### src/verilog/dcc_regs.vh
`ifndef DCC_REGS_VH
`define DCC_REGS_VH
// =====================================================================
// register addresses on the special function register bus
`define DCC_ADDR_CTRL0 8'h9e
`define DCC_ADDR_CTRL1 8'h9f
// =====================================================================
// control register field positions
`define DCC_BIT_ENABLE 7
`define DCC_BIT_OUTPUT 6
`define DCC_BIT_RISE 5
`define DCC_BIT_FALL 4
`define DCC_POS_HYS_HI 3
`define DCC_POS_HYS_LO 2
`define DCC_NEG_HYS_HI 1
`define DCC_NEG_HYS_LO 0
// =====================================================================
// reset values
`define DCC_CTRL_RESET 8'h00
// =====================================================================
// hysteresis encodings
`define DCC_HYS_OFF 2'h0
`define DCC_HYS_2MV 2'h1
`define DCC_HYS_4MV 2'h2
`define DCC_HYS_10MV 2'h3
`endif
### src/verilog/dcc_dual_comparator_control.v
`timescale 1ns/1ps
// Function
// enable bit 7 powers comparator up when 1, shuts it down when 0.
// disabled comparator drives routed output low and raises no interrupts.
// output state bit 6 reads comparator result at any time; the code reads it as 0 while the comparator is disabled.
// rising output transition sets rise flag, bit 5.
// falling output transition sets fall flag, bit 4.
// edge flags stay set until software clears them.
// interrupt request raised while any rise or fall flag is set; the code raises it only while the comparator is also enabled.
// bits 3-2 select positive hysteresis: off, 2, 4, 10 mV.
// bits 1-0 select negative hysteresis with same encoding.
// comparator 0 can request system reset; comparator 1 cannot.
// comparator 1 identical, controlled by its own register.
// each output offered to crossbar for open-drain or push-pull pins.
// raw comparator outputs pass two flip-flops before edge detection.
// output bit is read-only; writing 0 clears flag; set beats clear.
`include "dcc_regs.vh"

module dcc_dual_comparator_control
(
	input wire sys_clk_i,
	input wire reset_i,
	input wire [7:0] sfr_addr_i,
	input wire [7:0] sfr_wdata_i,
	input wire sfr_write_i,
	input wire sfr_read_i,
	output reg [7:0] sfr_rdata_o,
	output wire sfr_hit_o,
	input wire [1:0] cmp_raw_i,
	output wire [1:0] cmp_enable_o,
	output wire [3:0] cmp_pos_hysteresis_o,
	output wire [3:0] cmp_neg_hysteresis_o,
	output wire [1:0] cmp_route_o,
	output wire [1:0] cmp_irq_o,
	output wire cmp_reset_request_o
);

	// =================================================================
	// slice count and field width
	localparam N_CMP = 2;
	localparam HYS_W = 2;

	// gathered per-comparator state
	wire [1:0] cmp_en;
	wire [1:0] cmp_state;
	wire [1:0] cmp_valid;
	wire [1:0] cmp_rise;
	wire [1:0] cmp_fall;
	wire [3:0] cmp_hys_p;
	wire [3:0] cmp_hys_n;

	// bus selects and edge events per comparator
	wire [1:0] wr_sel;
	wire [1:0] rd_sel;
	wire [1:0] live;
	wire [1:0] rise_evt;
	wire [1:0] fall_evt;

	// read data next value
	reg [7:0] next_rdata;

	// two-stage synchroniser for the raw comparator results
	reg [1:0] sync_a;
	reg [1:0] sync_b;

	// =================================================================
	// address decode shared by read and write
	function sel_of;
		input [7:0] addr;
		input integer idx;
		begin
			if (idx == 0)
				sel_of = (addr == `DCC_ADDR_CTRL0);
			else
				sel_of = (addr == `DCC_ADDR_CTRL1);
		end
	endfunction

	// control register layout, used for both comparators
	function [7:0] pack_ctrl;
		input en;
		input out;
		input rise;
		input fall;
		input [1:0] hyp;
		input [1:0] hyn;
		begin
			pack_ctrl = `DCC_CTRL_RESET;
			pack_ctrl[`DCC_BIT_ENABLE] = en;
			pack_ctrl[`DCC_BIT_OUTPUT] = out;
			pack_ctrl[`DCC_BIT_RISE] = rise;
			pack_ctrl[`DCC_BIT_FALL] = fall;
			pack_ctrl[`DCC_POS_HYS_HI:`DCC_POS_HYS_LO] = hyp;
			pack_ctrl[`DCC_NEG_HYS_HI:`DCC_NEG_HYS_LO] = hyn;
		end
	endfunction

	// =================================================================
	// register hit for the core
	assign sfr_hit_o = sel_of(sfr_addr_i, 0) | sel_of(sfr_addr_i, 1);

	// =================================================================
	// first synchroniser stage, read only by the second
	always @(posedge sys_clk_i or posedge reset_i)
	begin
		if (reset_i)
			sync_a <= 2'h0;
		else
			sync_a <= cmp_raw_i;
	end

	// second stage feeds all comparator logic
	always @(posedge sys_clk_i or posedge reset_i)
	begin
		if (reset_i)
			sync_b <= 2'h0;
		else
			sync_b <= sync_a;
	end

	// =================================================================
	// one slice per comparator
	genvar g;
	generate
		for (g = 0; g < N_CMP; g = g + 1)
		begin : g_cmp
			// register bits of this comparator
			reg enable;
			reg [HYS_W-1:0] pos_hys;
			reg [HYS_W-1:0] neg_hys;
			reg rise_flag;
			reg fall_flag;
			reg out_state;
			reg seen_enabled;
			reg route;
			// next values
			reg next_enable;
			reg [HYS_W-1:0] next_pos_hys;
			reg [HYS_W-1:0] next_neg_hys;
			reg next_rise;
			reg next_fall;

			// bus selects for this register
			assign wr_sel[g] = sfr_write_i & sel_of(sfr_addr_i, g);
			assign rd_sel[g] = sfr_read_i & sel_of(sfr_addr_i, g);

			// output seen by logic forced low while disabled
			assign live[g] = sync_b[g] & enable;
			// edges only counted after one enabled cycle
			assign rise_evt[g] = enable & seen_enabled & live[g] & ~out_state;
			assign fall_evt[g] = enable & seen_enabled & ~live[g] & out_state;

			// next control fields from a write
			always @*
			begin
				next_enable = enable;
				next_pos_hys = pos_hys;
				next_neg_hys = neg_hys;
				if (wr_sel[g])
				begin
					next_enable = sfr_wdata_i[`DCC_BIT_ENABLE];
					next_pos_hys = sfr_wdata_i[`DCC_POS_HYS_HI:`DCC_POS_HYS_LO];
					next_neg_hys = sfr_wdata_i[`DCC_NEG_HYS_HI:`DCC_NEG_HYS_LO];
				end
			end

			// enable bit register
			always @(posedge sys_clk_i or posedge reset_i)
			begin
				if (reset_i)
					enable <= 1'b0;
				else
					enable <= next_enable;
			end

			// hysteresis fields register
			always @(posedge sys_clk_i or posedge reset_i)
			begin
				if (reset_i)
				begin
					pos_hys <= 2'h0;
					neg_hys <= 2'h0;
				end
				else
				begin
					pos_hys <= next_pos_hys;
					neg_hys <= next_neg_hys;
				end
			end

			// comparator result as last sampled
			always @(posedge sys_clk_i or posedge reset_i)
			begin
				if (reset_i)
					out_state <= 1'b0;
				else
					out_state <= live[g];
			end

			// history of enable, gates the first edge
			always @(posedge sys_clk_i or posedge reset_i)
			begin
				if (reset_i)
					seen_enabled <= 1'b0;
				else
					seen_enabled <= enable;
			end

			// crossbar copy, dropped on the edge that disables
			always @(posedge sys_clk_i or posedge reset_i)
			begin
				if (reset_i)
					route <= 1'b0;
				else
					route <= sync_b[g] & next_enable;
			end

			// next flags, hardware set wins over a clear
			always @*
			begin
				next_rise = rise_flag;
				next_fall = fall_flag;
				if (wr_sel[g])
				begin
					next_rise = sfr_wdata_i[`DCC_BIT_RISE];
					next_fall = sfr_wdata_i[`DCC_BIT_FALL];
				end
				if (rise_evt[g])
					next_rise = 1'b1;
				if (fall_evt[g])
					next_fall = 1'b1;
			end

			// rising-edge flag register
			always @(posedge sys_clk_i or posedge reset_i)
			begin
				if (reset_i)
					rise_flag <= 1'b0;
				else
					rise_flag <= next_rise;
			end

			// falling-edge flag register
			always @(posedge sys_clk_i or posedge reset_i)
			begin
				if (reset_i)
					fall_flag <= 1'b0;
				else
					fall_flag <= next_fall;
			end

			// gather control state into vectors
			assign cmp_en[g] = enable;
			assign cmp_hys_p[2*g+1:2*g] = pos_hys;
			assign cmp_hys_n[2*g+1:2*g] = neg_hys;
			// gather status into vectors
			assign cmp_state[g] = out_state;
			assign cmp_valid[g] = seen_enabled;
			assign cmp_rise[g] = rise_flag;
			assign cmp_fall[g] = fall_flag;

			// crossbar and interrupt request
			assign cmp_route_o[g] = route;
			assign cmp_irq_o[g] = enable & (rise_flag | fall_flag);
		end
	endgenerate

	// =================================================================
	// read multiplexer, zero when no register is read
	always @*
	begin
		next_rdata = 8'h00;
		case (rd_sel)
			2'b01: next_rdata = pack_ctrl(cmp_en[0], cmp_state[0], cmp_rise[0], cmp_fall[0],
				cmp_hys_p[1:0], cmp_hys_n[1:0]);
			2'b10: next_rdata = pack_ctrl(cmp_en[1], cmp_state[1], cmp_rise[1], cmp_fall[1],
				cmp_hys_p[3:2], cmp_hys_n[3:2]);
			default: next_rdata = 8'h00;
		endcase
	end

	// read data register, one cycle per read strobe
	// output bit is never written from the bus
	always @(posedge sys_clk_i or posedge reset_i)
	begin
		if (reset_i)
			sfr_rdata_o <= `DCC_CTRL_RESET;
		else
			sfr_rdata_o <= next_rdata;
	end

	// =================================================================
	// analog core controls
	assign cmp_enable_o = cmp_en;
	assign cmp_pos_hysteresis_o = cmp_hys_p;
	assign cmp_neg_hysteresis_o = cmp_hys_n;

	// =================================================================
	// reset request from comparator 0 only; reset controller gates it
	// comparator 1 has no reset path at all
	assign cmp_reset_request_o = cmp_en[0] & cmp_valid[0] & ~cmp_state[0];

endmodule // dcc_dual_comparator_control

### config.mk
export PLATFORM = sky130hd
export DESIGN_NAME = dcc_dual_comparator_control
export DESIGN_NICKNAME = d
export VERILOG_FILES = /design/src/verilog/dcc_dual_comparator_control.v
export VERILOG_INCLUDE_DIRS = /design/src /design/src/verilog
export SDC_FILE = /design/constraint.sdc
export NUM_CORES = 1
export LEC_CHECK = 0
export BUFFER_PORTS_ARGS = -buffer_cell sky130_fd_sc_hd__clkbuf_2
export CAP_MARGIN = 20
export CORE_ASPECT_RATIO = 0.7
export CORE_UTILIZATION = 52
export DETAILED_ROUTE_END_ITERATION = 8
export HOLD_SLACK_MARGIN = 0.15
export PLACE_DENSITY = 0.82
export SLEW_MARGIN = 10
export SYNTH_ARGS = -nofsm -noshare
export SYNTH_HDL_FRONTEND = slang
export SYNTH_SLANG_ARGS = --single-unit
### constraint.sdc
create_clock -name sys_clk_i -period 2.15 [get_ports sys_clk_i]
set_input_delay 0.215 -clock sys_clk_i [delete_from_list [all_inputs] [get_ports sys_clk_i]]
set_output_delay 0.215 -clock sys_clk_i [all_outputs]
set_load 0.05 [all_outputs]
# [Word-level counts from Yosys, hierarchy flattened]
# Cells that the tools add are included.
# W data, S select, Z words.
[classes] eq_ne=4 mux=11 bitwise_logic=28 n_reduce_logical=4
[op_table] operator="$and A1 B1 Y1" count=21
[op_table] operator="$eq A8 B8 Y1 const B" count=2
[op_table] operator="$pmux W8 S2" count=1
[op_table] operator="$mux W1" count=10
[op_table] operator="$reduce_bool A2 Y1" count=4
[op_table] operator="$not A1 Y1" count=4
[op_table] operator="$or A1 B1 Y1" count=3
[op_table] operator="$eq A2 B1 Y1 const B" count=1
[op_table] operator="$eq A2 B2 Y1 const B" count=1
[word_totals] ff_bits=32 in_bits=22 output_inout_bits=24 elab_cells=66

# [Longest topological paths before layout]
[depth] word_depth=5 mapped_depth=7 ltp_nobuf=6

# [Least setup slack after synthesis]
# Ideal clock, no wire load.
[synth_timing] kind="input port to flip-flop" start="input port sfr_addr_i[5]" end="register sfr_rdata_o[0]" setup_ps=73 arrival_ps=1955 required_ps=2077 setup_slack_ps=121 cell_stages=7 path_buffers=1 path_cell_list="nand3b_1 > nor2_1 > and3_1 > ha_1 > clkbuf_1 > a22oi_1 > nor2_1"
[synth_between] elab_chain_cells=4 elab_cells_between_ends=7 cone_classes="4 x eq/ne; 1 x mux; 2 x bitwise"
[synth_lines] element="start, declared" line="dcc_dual_comparator_control.v:23" source="input wire [7:0] sfr_addr_i,"
[synth_lines] element="$eq A8 B8 Y1 (no source line)"
[synth_lines] element="$and A1 B1 Y1" line="dcc_dual_comparator_control.v:145" source="assign rd_sel[g] = sfr_read_i & sel_of(sfr_addr_i, g);"
[synth_lines] element="$eq A2 B2 Y1 or $eq A2 B1 Y1 (tied branches)"
[synth_lines] element="$pmux W8 S2 *" line="dcc_dual_comparator_control.v:273" source="case (rd_sel)"
[synth_lines] element="via next_rdata[0]" line="dcc_dual_comparator_control.v:60" source="reg [7:0] next_rdata;"
[synth_lines] element="end signal, assigned" line="dcc_dual_comparator_control.v:287" source="sfr_rdata_o <= `DCC_CTRL_RESET;"
[synth_lines] element="end signal, assigned" line="dcc_dual_comparator_control.v:289" source="sfr_rdata_o <= next_rdata;"
[synth_lines] element="end, declared" line="dcc_dual_comparator_control.v:27" source="output reg [7:0] sfr_rdata_o,"
# Mark *: on every way through the listed nets, which the timed path passes. The rest lies on a longest branch.
# A chain may end at the register's enable or synchronous reset.

# [Final worst setup path]
[layout_timing] start="input port sfr_addr_i[6]" end="register sfr_rdata_o[6]"
# Same word-level chain as after synthesis.

==> flow_summary.json <==
{
  "status": "complete, no violations",
  "finalSetupViolCount": 0,
  "gr-usage-all-layers": 0.232,
  "p_leak_uw": 0.000924,
  "yosys.area.top_type": "dfrtp_1",
  "row_count": 15,
  "rsz0062_at_grt": "false",
  "grt_pass1_vias": 1047,
  "min_to": "g_cmp[0].neg_hys[0]",
  "cts-root-buf": "clkbuf_8",
  "post-cts-setup-buffer-count": 0,
  "postSynthRegisterBits": 32,
  "coreArea_mm2": 0.00248,
  "synthCells": 109,
  "grt_max_degree": 33,
  "p_int_uw": 884,
  "drv_cap": 0,
  "irDropWorstVdd_mv": 0.374,
  "powerDensity_mw_per_mm2": 692,
  "cts.clk_slew.worst_paths_ns": 0.06,
  "finalCritPeriodShare": 0.688,
  "tightest_slew_ns": 0.388,
  "die_y_um": 44.9,
  "num_io_pins": 46,
  "cts_tree": "yes",
  "combPwrFrac": 0.105,
  "p_clk_frac": 0.355,
  "syn_to_final_growth_pct": 25.2,
  "place.gp.congestion": 0.747,
  "worst-setup-path-type": "in -> reg",
  "initial_utilization": 0.552,
  "cp.required_ns": 2.31,
  "numCtsBuffers": 5,
  "crit_arrival_ns": 1.64,
  "largest_registers": "sfr_rdata_o x8, g_cmp.neg_hys x4, g_cmp.pos_hys x4",
  "synth_cell_types": 22,
  "fin_crit_ns": 1.48,
  "slew_headroom": 0.741,
  "die-area_mm2": 0.00284,
  "start_kind": "input port",
  "dpl_cell_area_mm2": 0.00160,
  "dr.pass1.iters": 4,
  "hold_class": "in -> reg",
  "netlist_area_mm2": 0.00137,
  "num_vias": 1000,
  "portBuffers": 44,
  "crit_path_max_incr_delay_ns": 0.31,
  "synthTopCellsByCount": "dfrtp_1 (32), nor2_1 (19), mux2_2 (10)",
  "cpLargestDelayFamily": "simple AND/OR/NAND/NOR gates",
  "p_sw_uw": 300,
  "hold_depth": 2,
  "r2r_cells": 3,
  "slew_viol_final": 0,
  "seq_power_share": 0.540,
  "top_register": "sfr_rdata_o",
  "synth_edf_count": 0,
  "largest_register_ffs": 8,
  "nets": 182,
  "crit_buf_inv": 1,
  "ys_warn_count": 0,
  "max_freq_mhz": 676,
  "worstPathCellList": "clkbuf_2, and4b_2, nand3_1, or2_2, ha_1, a22oi_1, nor2_1",
  "antennaDiodeCount": 0,
  "drive_gt1_frac": 0.424,
  "antenna_found_initial": 0,
  "grt_remaining_overflow": 0,
  "syn_nets": 133,
  "postRouteAntennaNets": 0,
  "worstReg2RegStart": "g_cmp[0].enable",
  "wl_mm": 2.68,
  "htree_num_levels": 2,
  "tns_ns": 0,
  "ys.flop_type": "dfrtp_1",
  "die_w_um": 63.3,
  "r2r_setup_slack_ns": 1.12,
  "timing.rr.end": "g_cmp[0].fall_flag",
  "post-synth-top-count-cell": "dfrtp_1",
  "end_kind": "flip-flop",
  "vias_per_cell": 5.21,
  "drt-initial-drc-count": 31,
  "worstSkewPairLatency_ns": 0.28,
  "finalHoldViolations": 0,
  "synth_area_leaders": "dfrtp_1 (59%), mux2_2 (8.2%), nor2_1 (5.2%)",
  "skew_ns": 0.00303,
  "route.detailed.drc": 0,
  "synth_top_area_frac": 0.586,
  "synth_seq_area_share": 0.586,
  "ctsLongestPathBuffers": 2,
  "synth.avg_cell_area_um2": 12.5,
  "async_reset_ff_frac": 1.00,
  "cp.depth": 7,
  "grt_pass1_wl_mm": 4.67,
  "clkSinkCount": 32,
  "cp_max_fo": 8,
  "final_cell_area_mm2": 0.00171,
  "crit_slowest_cell": "ha_1",
  "swShare": 0.254,
  "post-dp-hpwl_mm": 1.95,
  "wl_per_cell_um": 13.9,
  "holdCritStartpoint": "sfr_wdata_i[0]",
  "cts_resized": 0
}
-- area by class of cell --
class | count | area [µm²]
Tap cell | 34 | 42.5
Sequential cell | 32 | 801
Multi-Input combinational cell | 66 | 510
Timing Repair Buffer | 49 | 265
Clock inverter | 1 | 5.00
Fill cell | 196 | 766
Clock buffer | 6 | 72.6
Inverter | 4 | 15.0
-- repair_timing --
item	CTS	global route
hold buffers	3	0
endpoints found under the hold margin	34	0
endpoints found under the setup margin	0	0
-- worst register-to-register path, stage by stage (launching register included) --
cell and delay, ns:
dfrtp_1 0.49, and4b_1 0.26, nor2_1 0.05, mux2i_1 0.15
-- power by group through the flow --
stage / logic (µW) / clock network, µW / registers [µW]
2_1_floorplan: 55.5 / 0 / 671
3_3_place_gp: 118 / 0 / 648
3_5_place_dp: 122 / 0 / 650
4_1_cts: 126 / 437 / 640
5_1_grt: 134 / 462 / 643
6_report: 125 / 420 / 640
-- cells in the final DEF (no fill, tap or decap), types with 2 or more instances in the layout --
master          n
mux2i_1         6
clkbuf_8        5
a22oi_1         8
mux2_2         10
clkbuf_2       44
dfrtp_1        32
buf_4           2
inv_1           4
nand3_1         2
and4b_1         4
dlygate4sd3_1   3
nor2_1         19
nand2_1         5
o21a_1          2
ha_1            2
-- logic make-up after synthesis --
| kind of cell | Yosys count | share of synthesized area |
|---|---|---|
| adders and majority gates | 2 | 0.0183 |
| buffers and inverters | 11 | 0.0412 |
| AOI/OAI and AO/OA | 10 | 0.0549 |
| and+or+nand+nor | 38 | 0.174 |
| DFF | 32 | 0.586 |
| muxes | 16 | 0.126 |
-- routing by layer --
metal	vias up	part of all wire	wire length [µm]	GRT usage
met5	-	0	0	0
met3	2	0.081	216	0.0960
li1	475	-	-	-
met2	41	0.53	1430	0.411
met1	482	0.38	1020	0.258
met4	0	0.0022	6	0.0864
-- how the worst max path moves through the flow --
stage | startpoint | endpoint | slack [ns]
3_5_place_dp | sfr_addr_i[6] | sfr_rdata_o[6] | 0.40
3_3_place_gp | sfr_addr_i[6] | sfr_rdata_o[6] | 0.47
4_1_cts | g_cmp[0].enable | cmp_reset_request_o | 0.68
2_1_floorplan | sfr_addr_i[5] | sfr_rdata_o[0] | 0.12
5_1_grt | g_cmp[0].enable | cmp_reset_request_o | 0.59
6_report | sfr_addr_i[6] | sfr_rdata_o[6] | 0.67
-- metrics by stage --
stage / util / hold slack, ns / total power [µW] / setup slack (ns) / instances
after global routing: 0.691 / 0.176 / 1240 / 0.590 / 192
after detailed placement: 0.647 / 0.299 / 772 / 0.402 / 182
after global placement: 0.647 / 0.285 / 767 / 0.470 / 182
after CTS: 0.691 / 0.170 / 1200 / 0.682 / 192
final: 0.691 / 0.178 / 1180 / 0.671 / 192
after floorplan: - / 0.246 / 727 / 0.121 / 109
Note: power is estimated with default switching activity, not from simulation.
